## config.mk

```make
export PLATFORM = sky130hd
export DESIGN_NAME = uar_top
export DESIGN_NICKNAME = d
export VERILOG_FILES = /design/src/uar_pkg.sv /design/src/uar_top.sv
export SDC_FILE = /design/constraint.sdc
export NUM_CORES = 1
export LEC_CHECK = 0
export CORE_UTILIZATION = 30
export DETAILED_ROUTE_END_ITERATION = 7
export DONT_BUFFER_PORTS = 1
export GPL_ROUTABILITY_DRIVEN = 0
export PLACE_DENSITY_LB_ADDON = 0.3
export SYNTH_ARGS = -nofsm -noshare
export SYNTH_HDL_FRONTEND = slang
export SYNTH_SLANG_ARGS = --single-unit
```

## constraint.sdc

```tcl
create_clock -name clk_sys -period 4 [get_ports clk_sys]
set_input_delay 0.2 -clock clk_sys [delete_from_list [all_inputs] [get_ports clk_sys]]
set_output_delay 0.2 -clock clk_sys [all_outputs]
set_load 0.005 [all_outputs]
```

## src/uar_pkg.sv

```systemverilog
// Package of register map, field positions and timing for the serial port with address match.
package uar_pkg;
  localparam logic [7:0] SERIAL_CONTROL_ADDR    = 8'h98;
  localparam logic [7:0] SERIAL_DATA_ADDR       = 8'h99;
  localparam logic [7:0] NODE_ADDRESS_ADDR      = 8'hA9;
  localparam logic [7:0] NODE_ADDRESS_MASK_ADDR = 8'hB9;
  localparam logic [7:0] FRAMING_CTRL_ADDR      = 8'hC1;
  localparam logic [7:0] IRQ_STATUS_ADDR        = 8'hC2;
  localparam logic [7:0] IRQ_MASK_ADDR          = 8'hC3;
  localparam logic [7:0] BAUD_DIV_ADDR          = 8'hC4;
  localparam int BIT_FLAG_MODE_LOW = 7;
  localparam int BIT_MODE_HIGH     = 6;
  localparam int BIT_MPE      = 5;
  localparam int BIT_REN      = 4;
  localparam int BIT_TX_NINTH = 3;
  localparam int BIT_RX_NINTH = 2;
  localparam int BIT_TDONE    = 1;
  localparam int BIT_RDONE    = 0;
  localparam int BIT_FSEL     = 0;
  localparam int IRQ_RX       = 0;
  localparam int IRQ_TX       = 1;
  localparam int IRQ_FRAME    = 2;
  localparam logic [7:0] CONTROL_RESET = 8'h00;
  localparam logic [7:0] ADDR_RESET    = 8'h00;
  localparam logic [7:0] MASK_RESET    = 8'h00;
  localparam logic [7:0] DIV_RESET     = 8'h0F;
  localparam logic [1:0] MODE_SHIFT    = 2'h0;
  localparam logic [1:0] MODE_UART8    = 2'h1;
  localparam logic [1:0] MODE_UART9F   = 2'h2;
  localparam logic [1:0] MODE_UART9V   = 2'h3;
  typedef enum logic [1:0] {UAR_IDLE, UAR_START, UAR_DATA, UAR_STOP} uar_state_t;
endpackage

```

## src/uar_top.sv

```systemverilog
// Serial port with framing error flag, automatic address recognition and interrupt.
// Operation
// - Framing error flag stays set until software write or reset.
// - With framing checking enabled, receive-done rises at the stop bit.
// - Address recognition active when multiproc_enable is set, except in shift-register mode.
// - With recognition, receive-done set only for own address frames.
// - In 8-bit variable mode, stop bit serves as address marker.
// - 8-bit mode with recognition needs address match and valid stop bit.
// - Accept only given address from address and mask; no broadcast address formed.
// - In shift-register mode multiproc_enable has no effect.
// - Address and mask reset to zero, so every address matches.
// - Address and mask reset to zero, byte access only.
// - multiproc_enable filters in both 9-bit modes and 8-bit variable mode.
// - 9-bit modes load received ninth bit into its field.
// - 8-bit mode without filtering stores stop bit in ninth-bit field.
// - Transmit-done at end of eighth bit in mode 0, else at stop start.
`timescale 1ns/10ps
`default_nettype none
module uar_top
  import uar_pkg::*;
(
  input  wire logic       clk_sys,
  input  wire logic       rst_b,
  input  wire logic [7:0] reg_addr,
  input  wire logic [7:0] reg_wdata,
  input  wire logic       reg_wr,
  input  wire logic       reg_rd,
  output logic      [7:0] reg_rdata,
  input  wire logic       rxd,
  output logic            txd,
  output logic            irq
);
  import uar_pkg::*;

  logic [7:0] ctrl_r;
  logic       frame_err_r;
  logic       fsel_r;
  logic       mode_low_r;
  logic [7:0] node_address_r;
  logic [7:0] node_address_mask_r;
  logic [7:0] rx_data_r;
  logic [7:0] div_r;
  logic [2:0] irq_stat_r;
  logic [2:0] irq_mask_r;
  logic [1:0] mode;
  uar_state_t rx_state_r;
  uar_state_t tx_state_r;
  logic [7:0] rx_cnt_r;
  logic [3:0] rx_bit_r;
  logic [8:0] rx_shift_r;
  logic [7:0] tx_cnt_r;
  logic [3:0] tx_bit_r;
  logic [8:0] tx_shift_r;
  logic       rx_done_pulse;
  logic       tx_done_pulse;
  logic       frame_err_pulse;
  logic       rx_last_data;
  logic       rx_tick;
  logic       tx_tick;
  logic [3:0] data_bits;
  logic       filter_on;
  logic       addr_ok;
  logic       marker;
  logic       wr_ctrl;

  function automatic logic addr_match(input logic [7:0] rx, input logic [7:0] a,
                                      input logic [7:0] m);
    addr_match = (((rx ^ a) & m) == 8'h00);
  endfunction

  function automatic logic hit(input logic [7:0] a, input logic [7:0] which);
    hit = (a == which);
  endfunction

  assign mode      = {mode_low_r, ctrl_r[BIT_MODE_HIGH]};
  assign data_bits = (mode[1]) ? 4'h9 : 4'h8;
  assign rx_tick   = (rx_cnt_r == 8'h00);
  assign tx_tick   = (tx_cnt_r == 8'h00);
  assign wr_ctrl   = reg_wr && hit(reg_addr, SERIAL_CONTROL_ADDR);
  // Filtering is dead in shift mode whatever software writes.
  assign filter_on = ctrl_r[BIT_MPE] && (mode != MODE_SHIFT);
  // Given address: mask bits of zero are don't-care, so any address passes after reset.
  assign addr_ok   = addr_match(rx_shift_r[7:0], node_address_r, node_address_mask_r);
  // Marker is ninth bit in 9-bit modes, stop bit in 8-bit mode.
  assign marker    = (mode == MODE_UART8) ? rxd : rx_shift_r[8];
  assign rx_last_data = (rx_state_r == UAR_DATA) && rx_tick && (rx_bit_r == data_bits - 4'h1);

  always_comb begin
    rx_done_pulse = 1'b0;
    frame_err_pulse = 1'b0;
    if ((rx_state_r == UAR_STOP) && rx_tick) begin
      frame_err_pulse = !rxd;
      if (!filter_on) begin
        rx_done_pulse = fsel_r || (mode == MODE_SHIFT);
      end else if (mode == MODE_UART8) begin
        rx_done_pulse = rxd && addr_ok;
      end else begin
        rx_done_pulse = marker && addr_ok && (fsel_r ? rxd : 1'b1);
      end
    end
    if (rx_last_data && !fsel_r && !filter_on && (mode != MODE_SHIFT)) begin
      rx_done_pulse = 1'b1;
    end
    if (rx_last_data && (mode == MODE_SHIFT)) begin
      rx_done_pulse = 1'b1;
    end
  end

  always_comb begin
    tx_done_pulse = 1'b0;
    if (mode == MODE_SHIFT) begin
      tx_done_pulse = (tx_state_r == UAR_DATA) && tx_tick && (tx_bit_r == 4'h7);
    end else begin
      tx_done_pulse = (tx_state_r == UAR_DATA) && tx_tick &&
                      (tx_bit_r == data_bits - 4'h1);
    end
  end

  // Control bits; hardware sets of the done flags win over a software clear.
  always_ff @(posedge clk_sys or negedge rst_b) begin
    if (!rst_b) begin
      ctrl_r     <= CONTROL_RESET;
      mode_low_r <= 1'b0;
    end else begin
      if (wr_ctrl) begin
        ctrl_r <= reg_wdata;
        if (!fsel_r) begin
          mode_low_r <= reg_wdata[BIT_FLAG_MODE_LOW];
        end
      end
      if (rx_done_pulse) begin
        ctrl_r[BIT_RDONE] <= 1'b1;
        if (mode[1]) begin
          // An early done at the last data bit sees the ninth bit on the pin, not yet shifted.
          ctrl_r[BIT_RX_NINTH] <= (rx_state_r == UAR_DATA) ? rxd : rx_shift_r[8];
        end
      end
      // The stop bit arrives after an early done, so it is stored at its own sample.
      if ((rx_state_r == UAR_STOP) && rx_tick && (mode == MODE_UART8) && !filter_on) begin
        ctrl_r[BIT_RX_NINTH] <= rxd;
      end
      if (tx_done_pulse) begin
        ctrl_r[BIT_TDONE] <= 1'b1;
      end
    end
  end

  always_ff @(posedge clk_sys or negedge rst_b) begin
    if (!rst_b) begin
      frame_err_r <= 1'b0;
    end else if (frame_err_pulse) begin
      frame_err_r <= 1'b1;
    end else if (wr_ctrl && fsel_r) begin
      frame_err_r <= reg_wdata[BIT_FLAG_MODE_LOW];
    end
  end

  // Byte-wide registers only: no bit-level write path exists.
  always_ff @(posedge clk_sys or negedge rst_b) begin
    if (!rst_b) begin
      node_address_r      <= ADDR_RESET;
      node_address_mask_r <= MASK_RESET;
      fsel_r              <= 1'b0;
      div_r               <= DIV_RESET;
      irq_mask_r          <= 3'h0;
    end else if (reg_wr) begin
      if (hit(reg_addr, NODE_ADDRESS_ADDR)) node_address_r <= reg_wdata;
      if (hit(reg_addr, NODE_ADDRESS_MASK_ADDR)) node_address_mask_r <= reg_wdata;
      if (hit(reg_addr, FRAMING_CTRL_ADDR)) fsel_r <= reg_wdata[BIT_FSEL];
      if (hit(reg_addr, BAUD_DIV_ADDR)) div_r <= reg_wdata;
      if (hit(reg_addr, IRQ_MASK_ADDR)) irq_mask_r <= reg_wdata[2:0];
    end
  end

  always_ff @(posedge clk_sys or negedge rst_b) begin
    if (!rst_b) begin
      irq_stat_r <= 3'h0;
    end else begin
      for (int i = 0; i < 3; i++) begin
        if ((i == IRQ_RX && rx_done_pulse) || (i == IRQ_TX && tx_done_pulse) ||
            (i == IRQ_FRAME && frame_err_pulse)) begin
          irq_stat_r[i] <= 1'b1;
        end else if (reg_wr && hit(reg_addr, IRQ_STATUS_ADDR) && reg_wdata[i]) begin
          irq_stat_r[i] <= 1'b0;
        end
      end
    end
  end

  always_ff @(posedge clk_sys or negedge rst_b) begin
    if (!rst_b) begin
      irq <= 1'b0;
    end else begin
      irq <= |(irq_stat_r & irq_mask_r);
    end
  end

  // Receiver: samples at mid-bit of each divided bit period.
  always_ff @(posedge clk_sys or negedge rst_b) begin
    if (!rst_b) begin
      rx_state_r <= UAR_IDLE;
      rx_cnt_r   <= 8'h00;
      rx_bit_r   <= 4'h0;
      rx_shift_r <= 9'h000;
      rx_data_r  <= 8'h00;
    end else begin
      rx_cnt_r <= rx_tick ? div_r : rx_cnt_r - 8'h01;
      case (rx_state_r)
        UAR_IDLE: begin
          if (ctrl_r[BIT_REN] && !rxd) begin
            rx_state_r <= UAR_START;
            rx_cnt_r   <= {1'b0, div_r[7:1]};
          end
        end
        UAR_START: begin
          if (rx_tick) begin
            rx_state_r <= rxd ? UAR_IDLE : UAR_DATA;
            rx_bit_r   <= 4'h0;
          end
        end
        UAR_DATA: begin
          if (rx_tick) begin
            rx_shift_r <= {rxd, rx_shift_r[8:1]};
            if (rx_bit_r == 4'h7 && !mode[1]) rx_shift_r <= {1'b0, rxd, rx_shift_r[8:2]};
            rx_bit_r <= rx_bit_r + 4'h1;
            if (rx_bit_r == data_bits - 4'h1) begin
              rx_state_r <= (mode == MODE_SHIFT) ? UAR_IDLE : UAR_STOP;
            end
          end
        end
        UAR_STOP: begin
          if (rx_tick) begin
            rx_state_r <= UAR_IDLE;
            if (rx_done_pulse || !filter_on) rx_data_r <= rx_shift_r[7:0];
          end
        end
        default: rx_state_r <= UAR_IDLE;
      endcase
    end
  end

  // Transmitter: a write to the data register starts a frame.
  always_ff @(posedge clk_sys or negedge rst_b) begin
    if (!rst_b) begin
      tx_state_r <= UAR_IDLE;
      tx_cnt_r   <= 8'h00;
      tx_bit_r   <= 4'h0;
      tx_shift_r <= 9'h1FF;
      txd        <= 1'b1;
    end else begin
      tx_cnt_r <= tx_tick ? div_r : tx_cnt_r - 8'h01;
      case (tx_state_r)
        UAR_IDLE: begin
          txd <= 1'b1;
          if (reg_wr && hit(reg_addr, SERIAL_DATA_ADDR)) begin
            tx_shift_r <= {ctrl_r[BIT_TX_NINTH], reg_wdata};
            tx_state_r <= UAR_START;
            tx_cnt_r   <= div_r;
            txd        <= (mode == MODE_SHIFT) ? reg_wdata[0] : 1'b0;
            tx_bit_r   <= 4'h0;
            if (mode == MODE_SHIFT) tx_state_r <= UAR_DATA;
          end
        end
        UAR_START: begin
          if (tx_tick) begin
            tx_state_r <= UAR_DATA;
            txd        <= tx_shift_r[0];
          end
        end
        UAR_DATA: begin
          if (tx_tick) begin
            tx_bit_r <= tx_bit_r + 4'h1;
            if (tx_bit_r == data_bits - 4'h1) begin
              tx_state_r <= (mode == MODE_SHIFT) ? UAR_IDLE : UAR_STOP;
              txd        <= 1'b1;
            end else begin
              txd        <= tx_shift_r[tx_bit_r + 4'h1];
            end
          end
        end
        UAR_STOP: begin
          if (tx_tick) tx_state_r <= UAR_IDLE;
        end
        default: tx_state_r <= UAR_IDLE;
      endcase
    end
  end

  // Read data valid the cycle after the read strobe; unmapped reads give zero.
  always_ff @(posedge clk_sys or negedge rst_b) begin
    if (!rst_b) begin
      reg_rdata <= 8'h00;
    end else if (reg_rd) begin
      case (reg_addr)
        SERIAL_CONTROL_ADDR:    reg_rdata <= {fsel_r ? frame_err_r : mode_low_r, ctrl_r[6:0]};
        SERIAL_DATA_ADDR:       reg_rdata <= rx_data_r;
        NODE_ADDRESS_ADDR:      reg_rdata <= node_address_r;
        NODE_ADDRESS_MASK_ADDR: reg_rdata <= node_address_mask_r;
        FRAMING_CTRL_ADDR:      reg_rdata <= {7'h00, fsel_r};
        IRQ_STATUS_ADDR:        reg_rdata <= {5'h00, irq_stat_r};
        IRQ_MASK_ADDR:          reg_rdata <= {5'h00, irq_mask_r};
        BAUD_DIV_ADDR:          reg_rdata <= div_r;
        default:                reg_rdata <= 8'h00;
      endcase
    end else begin
      reg_rdata <= 8'h00;
    end
  end
endmodule
`default_nettype wire

```

==> results.cfg, run 1 <==
[status]
status = finished, violations left
violations = design-rule violations

[sta]
setup_viol = 0
rsz0062_at_grt = no
maxSlewHeadroom_pct = 20.32
slew_violations = 0
fin_setup_tns_ns = 0
clock-skew-final_ns = 0.006091
fin_ws_ns = 1.611
min_period_over_period_pct = 59.74
min_period_ns = 2.389
max_freq_ghz = 0.4185
worst_pin_slew_ns = 1.192
finalHoldViolations = 0
holdWs_ns = 0.01119

[layout]
final_util_pct = 34.55
syn_to_final_growth_pct = 13.01
fillers = 1803
layout_common_cells = dfrtp_1, nand2_1, mux2_2
regArea_sq_mm = 0.002620
nets = 553
drive_gt1_share_pct = 18.79
multi_input_area_sq_mm = 0.002723
final_common_cell = dfrtp_1

[placement]
place_ws_ns = 1.663
numPortBuffers = 0
hpwlAfterDp_mm = 9.633

[setup_path]
critical_path.cell_chain = inv_1 -> ha_1 -> or3b_2 -> nor2_8 -> nand3_4 -> o41ai_4 -> and3_1 -> o21ai_1 -> nand3_1
slowest_delay_ns = 0.55
start_kind = flip-flop
crit_arrival_ns = 2.67
cp-end-kind = flip-flop
critPathKind = flip-flop to flip-flop
crit_required_ns = 4.28
critical-path-slowest-cell = or3b_2
cp_max_fo = 13

[floorplan]
start_util_pct = 30.58
rows = 49
die_h_um = 137.1
io-pin-count = 31
die-area_sq_mm = 0.01879
core_sq_mm = 0.01790
die_x_um = 137.1

[synthesis]
synth_async_sr_flop_share_pct = 100.0
synth_cell_types = 59
syn-cell-area_sq_mm = 0.005474
synth_edf_count = 0
syn-instance-count = 515
syn-num-nets = 546
synth_seq_area_share_pct = 47.86
synth_warnings = 0
avgSynthCellArea_sq_um = 10.63
synth_seq_cells = 104
synth_top_flop_cell = dfrtp_1

[hold_path]
hp-class = primary input to flip-flop

[flow_run]
cap_viol_max_count = 0

[cts]
cts_tree = yes
clk_latency_ns = 0.35
cts_root_buf = clkbuf_16
clock_path_buffers = 2
cts_setup_buffers = 0
htree_levels = 3
cts_sinks = 104
cts_buffers = 9
path_clk_slew_ns = 0.07

[routing]
routed_wl_mm = 13.98
drt_pass1_iterations = 8
drtIter0Drc = 322
detail-route-antenna-nets = 0
drc_errors = 1
vias_per_cell = 5.398
wire_per_inst_um = 18.46
vias = 4086

[power]
total_power_w = 0.002663
p_leak_nw = 2.613
p_per_area_mw_per_mm2 = 430.4
ir_drop_mv = 0.2663

[global_route]
grt_use_total_pct = 15.86
grt_first_pass_wirelength_mm = 22.38
grt_max_degree = 105
overflow = 0
antenna_found_initial = 2
grt_pass1_vias = 3935
sequential cells by signal, indices dropped and copies added, names as in the netlist, 3 cells and up:
name                 count
tx_bit_r                 4
irq_mask_r               3
node_address_mask_r      8
rx_shift_r               9
reg_rdata                8
irq_stat_r               3
tx_shift_r               9
rx_data_r                8
div_r                    8
node_address_r           8
rx_bit_r                 4
rx_cnt_r                 8
tx_cnt_r                 8
ctrl_r                   7
metrics by stage:
stage	instances	instance area [sq um]
6_report	757	6186
2_1_floorplan	515	5474
5_1_grt	756	6183
3_3_place_gp	726	5697
3_5_place_dp	726	5697
4_1_cts	755	6173
final timing paths:
| path | start | to | slack [ns] | depth (start not counted) |
|---|---|---|---|---|
| min reg2reg | rx_data_r[4]$_DFFE_PN0P_ | rx_data_r[4]$_DFFE_PN0P_ | 0.52 | 1 |
| max in group asynchronous | rst_b | rx_cnt_r[7]$_DFF_PN0_ | 3.14 | 2 |
| max | rx_cnt_r[0]$_DFF_PN0_ | ctrl_r[2]$_DFF_PN0_ | 1.61 | 9 |
| max reg2reg | rx_cnt_r[0]$_DFF_PN0_ | ctrl_r[2]$_DFF_PN0_ | 1.61 | 9 |
| min in group asynchronous | rst_b | tx_bit_r[0]$_DFFE_PN0P_ | 0.39 | 2 |
| min | reg_wdata[1] | ctrl_r[1]$_DFFE_PN0P_ | 0.01 | 2 |
final cells by class:
type / count / area share [%]
multi-input cells: 376 / 44.01
flip-flops and latches: 104 / 42.35
well taps: 229 / 4.632
clock buffers: 13 / 4.571
repair buffers: 15 / 2.670
inverters: 16 / 0.9709
clock inverters: 3 / 0.7484
diodes: 1 / 0.04045
power by group:
part | leakage, nW | switching (W) | internal [W]
logic | 1.14 | 0.000244 | 0.000205
clock network | 0.156 | 0.000399 | 0.000563
registers | 1.32 | 0.000102 | 0.00115
synthesized netlist by cell type (4+ instances only):
master / n / area share [%]
a21oi_1: 36 / 3.3
a222oi_1: 9 / 1.6
a22o_1: 6 / 0.96
a22oi_1: 9 / 1.2
a31oi_1: 4 / 0.46
and3_1: 4 / 0.46
buf_2: 5 / 0.46
clkbuf_1: 14 / 0.96
dfrtp_1: 90 / 41
dfstp_2: 14 / 6.7
ha_1: 10 / 2.3
inv_1: 16 / 1.1
mux2_2: 53 / 11
mux2i_1: 9 / 1.6
nand2_1: 53 / 3.6
nand2b_1: 4 / 0.46
nand3_1: 15 / 1.4
nand3b_1: 5 / 0.69
nor2_1: 34 / 2.3
nor3_1: 10 / 0.91
nor3b_1: 5 / 0.69
o21ai_0: 33 / 3.0
xnor2_1: 6 / 0.96
xor2_1: 15 / 2.4
what timing repair did:
| item | CTS | global route |
|---|---|---|
| gates resized for setup | 0 | 0 |
| hold buffers | 13 | 1 |
| hold endpoints to repair | 145 | 1 |
cell families after synthesis:
kind of cell             Yosys count  synth area share, %
adder cells (fa/ha/maj)           10                2.286
XOR/XNOR                          21                3.360
multiplexers                      66                13.78
flip-flops                       104                47.86
AND/OR/NAND/NOR                  156                15.29
buffers and inverters             35                2.514
AO/OA/AOI/OAI                    123                14.90
layer usage:
metal  up-vias  track usage, %  part of all wire (%)
met3        22           3.889                   5.3
met4         2           5.067                   2.0
met2       101           23.46                    46
met1      2056           22.52                    47
met5         -               0                 0.057
li1       1905               -                     -
critical path, delay by kind of cell, from the launching register on:
family	cells	cell delay [ns]
simple gates	5	1.19
fa+ha+maj	1	0.16
flops	1	0.40
compound gates	2	0.48
buf+inv	1	0.09
(Power assumes the default switching activity.)
==> run 2: changes to the inputs <==
==> constraint.sdc (replaced) <==
create_clock -name clk_sys -period 2.3 [get_ports clk_sys]
set_input_delay 0.115 -clock clk_sys [delete_from_list [all_inputs] [get_ports clk_sys]]
set_output_delay 0.115 -clock clk_sys [all_outputs]
set_load 0.005 [all_outputs]
==> run 2 against run 1 <==
Compared with the run above: the flow finishes with violations (negative hold slack); critical path type unchanged; maximum frequency rose by 11%; sequential power is 74% higher; largest power group unchanged; register-to-register slack got worse by 1.5 ns; cell count is 1.7% higher.
==> results.cfg, run 2 (synthesis results as in run 1) <==
[status]
status = finished, violations left
violations = negative hold slack

[floorplan]
die_x_um = 137.1
die_h_um = 137.1
io-pin-count = 31
core_sq_mm = 0.01790
rows = 49
start_util_pct = 30.58
die-area_sq_mm = 0.01879

[global_route]
grt_max_degree = 105
grt_first_pass_wirelength_mm = 22.43
grt_use_total_pct = 15.85
overflow = 0
antenna_found_initial = 0
grt_pass1_vias = 3972

[cts]
clk_latency_ns = 0.36
cts_tree = yes
clock_path_buffers = 2
path_clk_slew_ns = 0.07
cts_root_buf = clkbuf_16
cts_setup_buffers = 0
cts_buffers = 9
cts_sinks = 104
hold_buffers = 10
htree_levels = 3

[power]
p_leak_nw = 2.653
total_power_w = 0.004384
seqPwrFrac_pct = 49.5
switchingPower_w = 0.001289
ir_drop_mv = 0.4171
p_per_area_mw_per_mm2 = 705.5
clock_power_share_pct = 33.4
p_comb_share_pct = 17.1
internal_power_w = 0.003095
swShare_pct = 29.40

[routing]
drtIter0Drc = 409
wire_per_inst_um = 18.09
vias = 4103
drc_errors = 0
drt_pass1_iterations = 7
detail-route-antenna-nets = 0
routed_wl_mm = 13.93
vias_per_cell = 5.329

[layout]
layout_common_cells = dfrtp_1, mux2_2, nand2_1
regArea_sq_mm = 0.002620
nets = 566
final_common_cell = dfrtp_1
stdcell_count = 770
top_regs = rx_shift_r: 9 flops, tx_shift_r: 9 flops
drive_gt1_share_pct = 21.85
multi_input_area_sq_mm = 0.002728
syn_to_final_growth_pct = 13.53
fillers = 1804
final_util_pct = 34.71

[flow_run]
cap_viol_max_count = 0

[setup_path]
crit_arrival_ns = 2.39
cp-end-kind = flip-flop
r2r_slack_ns = 0.15
start_kind = flip-flop
cp_max_fo = 5
critPathKind = flip-flop to flip-flop
crit_required_ns = 2.55

[placement]
numPortBuffers = 0
dpl.cell_count = 743
hpwlAfterDp_mm = 9.838

[sta]
min_period_ns = 2.148
fin_setup_tns_ns = 0
holdWs_ns = -0.5491
finalHoldViolations = 104
max_freq_ghz = 0.4656
clock-skew-final_ns = 0.005144
rsz0062_at_grt = no
setup_viol = 0
slew_violations = 0
min_period_over_period_pct = 93.38
maxSlewHeadroom_pct = 45.10
worst_pin_slew_ns = 0.8199

[hold_path]
hp-class = primary input to asynchronous set/reset pin
[run 2: layer usage]
metal / up-vias / GRT usage, % / part of all wire, % / routed length [um]
met3: 18 / 3.222 / 4.6 / 646
met2: 84 / 24.44 / 47 / 6479
li1: 1928 / - / - / -
met4: 0 / 4.396 / 1.7 / 238
met1: 2073 / 22.35 / 47 / 6569
met5: - / 0 / 0 / 0
[run 2: final cells by class]
type / count / area share, %
clock inverters: 7 / 0.9261
well taps: 229 / 4.610
multi-input cells: 376 / 43.89
clock buffers: 9 / 3.624
flip-flops and latches: 104 / 42.16
inverters: 16 / 0.9664
repair buffers: 28 / 3.785
diodes: 1 / 0.04027
[run 2: power groups by stage]
stage | combinational (W) | sequential (W) | clock, W
after global placement | 0.000692 | 0.00219 | 0
final | 0.000748 | 0.00217 | 0.00147
after CTS | 0.000751 | 0.00217 | 0.00152
after floorplan | 0.000608 | 0.00214 | 0
after global routing | 0.000852 | 0.00219 | 0.00158
after detailed placement | 0.000717 | 0.00220 | 0
[run 2: stage by stage]
step	setup slack (ns)	area [sq um]
2_1_floorplan	0.2233	5474
3_3_place_gp	0.1441	5824
3_5_place_dp	0.07266	5824
4_1_cts	0.05210	6207
5_1_grt	0.08594	6212
6_report	0.1523	6215
[run 2: repair_timing]
item	in CTS	in global routing
hold endpoints to repair	155	104
endpoints found under the setup margin	0	11
gates resized for setup	0	2
[run 2: path summary, 6_finish.rpt]
check                                      start                   endpoint  depth (start not counted)
setup / recovery           tx_cnt_r[2]$_DFF_PN0_    tx_bit_r[2]$_DFFE_PN0P_                          5
hold / removal                             rst_b    tx_bit_r[0]$_DFFE_PN0P_                          0
setup reg to reg           tx_cnt_r[2]$_DFF_PN0_    tx_bit_r[2]$_DFFE_PN0P_                          5
hold reg to reg            ctrl_r[0]$_DFFE_PN0P_      ctrl_r[0]$_DFFE_PN0P_                          1
max in group asynchronous                  rst_b  tx_shift_r[4]$_DFFE_PN1P_                          0
min in group clk_sys                reg_wdata[0]      ctrl_r[0]$_DFFE_PN0P_                          2
[run 2: worst max-delay path, cell delays in order, from the launching register on]
cell     delay (ns)
dfrtp_1        0.43
or4_4          0.58
nor4b_4        0.40
nand2_1        0.12
mux2_1         0.32
a22o_1         0.18
==> run 3: changes to the inputs <==
--- a/config.mk
+++ b/config.mk
@@ -9,7 +9,7 @@
 export DETAILED_ROUTE_END_ITERATION = 7
 export DONT_BUFFER_PORTS = 1
 export GPL_ROUTABILITY_DRIVEN = 0
-export PLACE_DENSITY_LB_ADDON = 0.3
+export PLACE_DENSITY = 0.54
 export SYNTH_ARGS = -nofsm -noshare
 export SYNTH_HDL_FRONTEND = slang
 export SYNTH_SLANG_ARGS = --single-unit
==> constraint.sdc (replaced) <==
create_clock -name clk_sys -period 2.6 [get_ports clk_sys]
set_input_delay 0.13 -clock clk_sys [delete_from_list [all_inputs] [get_ports clk_sys]]
set_output_delay 0.13 -clock clk_sys [all_outputs]
set_load 0.005 [all_outputs]
==> run 3 against run 2 <==
Compared with the run above: the run now ends clean; sequential power decreased by 12%; via count decreased by 1.0%; setup slack improved by 0.12 ns; largest power group unchanged; highest routed layer is now met5.
==> results.cfg, run 3 (synthesis results as in run 1) <==
[routing]
wire_per_inst_um = 18.08
vias = 4061
vias_per_cell = 5.322
drt_pass1_iterations = 5
drc_errors = 0
drtIter0Drc = 399
routed_wl_mm = 13.79
detail-route-antenna-nets = 0

[power]
switchingPower_w = 0.001146
seqPwrFrac_pct = 49.2
p_leak_nw = 2.627
ir_drop_mv = 0.3697
p_per_area_mw_per_mm2 = 632.2
clock_power_share_pct = 32.8
internal_power_w = 0.002760
swShare_pct = 29.35
p_comb_share_pct = 18.1

[setup_path]
crit_arrival_ns = 2.61
cp_max_fo = 13
r2r_slack_ns = 0.27
crit_required_ns = 2.89
start_kind = flip-flop
cp-end-kind = flip-flop
critPathKind = flip-flop to flip-flop

[layout]
syn_to_final_growth_pct = 12.87
multi_input_area_sq_mm = 0.002723
postLayoutCellArea_sq_mm = 0.006178
fillers = 1797
regArea_sq_mm = 0.002620
drive_gt1_share_pct = 20.26
nets = 559
top_regs = rx_shift_r: 9 flops, tx_shift_r: 9 flops
final_common_cell = dfrtp_1
layout_common_cells = dfrtp_1, nand2_1, mux2_2
final_util_pct = 34.51

[sta]
min_period_ns = 2.325
holdWs_ns = 0.02968
rsz0062_at_grt = no
clock-skew-final_ns = 0.008864
max_freq_ghz = 0.4301
fin_setup_tns_ns = 0
setup_viol = 0
fin_ws_ns = 0.2749
min_period_over_period_pct = 89.43
finalHoldViolations = 0
slew_violations = 0
maxSlewHeadroom_pct = 45.97
worst_pin_slew_ns = 0.8070

[floorplan]
rows = 49
die_h_um = 137.1
io-pin-count = 31
die_x_um = 137.1
die-area_sq_mm = 0.01879
core_sq_mm = 0.01790
start_util_pct = 30.58

[placement]
hpwlAfterDp_mm = 9.672
numPortBuffers = 0
place_area_sq_mm = 0.005757
place_ws_ns = 0.2797

[hold_path]
hp-class = primary input to flip-flop

[cts]
clk_latency_ns = 0.35
hold_buffers = 12
htree_levels = 3
cts_tree = yes
clock_path_buffers = 2
cts_sinks = 104
cts_buffers = 9
path_clk_slew_ns = 0.07
cts_root_buf = clkbuf_16
cts_setup_buffers = 0
post_cts_resized = 0

[global_route]
grt_pass1_vias = 3991
overflow = 0
antenna_found_initial = 2
grt_use_total_pct = 15.39
grt_max_degree = 105
grt_first_pass_wirelength_mm = 21.88

[status]
status = finished, final reports clean

[flow_run]
cap_viol_max_count = 0
-- run 3: cell count changes in the layout (fill, tap and decap cells not counted), sizes merged --
cell         change
inv              +1
buf              -8
clkinv           -1
dlygate4sd3      +1
clkbuf           +1
clkinvlp         -1
-- run 3: worst max-delay path, cell delays in order (launching register included) --
cell	delay, ns
dfrtp_1	0.40
inv_1	0.08
ha_1	0.16
or3b_2	0.56
nor2_8	0.22
nand3_4	0.12
o41ai_4	0.39
and3_1	0.20
o21ai_1	0.05
nand3_1	0.08
-- run 3: power groups by stage --
stage | Clock (W) | Sequential [W] | Combinational [W]
final | 0.00128 | 0.00192 | 0.000705
after global placement | 0 | 0.00194 | 0.000619
after detailed placement | 0 | 0.00195 | 0.000636
after CTS | 0.00133 | 0.00192 | 0.000708
after floorplan | 0 | 0.00189 | 0.000537
after global routing | 0.00139 | 0.00194 | 0.000788
-- run 3: stage by stage --
step | std cells | power, W
after floorplan | 515 | 0.002431
after global placement | 734 | 0.002558
after detailed placement | 734 | 0.002587
after CTS | 762 | 0.003958
after global routing | 763 | 0.004119
final | 763 | 0.003906
-- run 3: worst paths after layout --
check,start,endpoint,depth (start not counted)
setup reg to reg,rx_cnt_r[0]$_DFF_PN0_,ctrl_r[2]$_DFF_PN0_,9
setup / recovery,rx_cnt_r[0]$_DFF_PN0_,ctrl_r[2]$_DFF_PN0_,9
hold / removal,reg_wr,fsel_r$_DFFE_PN0P_,2
hold reg to reg,rx_data_r[2]$_DFFE_PN0P_,rx_data_r[2]$_DFFE_PN0P_,1
min in group asynchronous,rst_b,tx_bit_r[3]$_DFFE_PN0P_,2
max in group asynchronous,rst_b,node_address_r[7]$_DFFE_PN0P_,2
-- run 3: cell type report --
type | instances | area share [%]
multi-input combinational | 376 | 44.07
antenna | 1 | 0.04050
inverter | 16 | 0.9721
timing repair buffer | 21 | 3.321
tap | 229 | 4.638
sequential | 104 | 42.41
clock buffer | 10 | 3.868
clock inverter | 6 | 0.6885
-- run 3: routing by layer --
metal  vias to the layer above  routed length [um]  track usage [%]
met5                         -                  13                0
met4                         2                  59            2.625
met3                         6                 988            5.074
met2                       125                6504            23.65
met1                      2017                6226            21.17
li1                       1911                   -                -
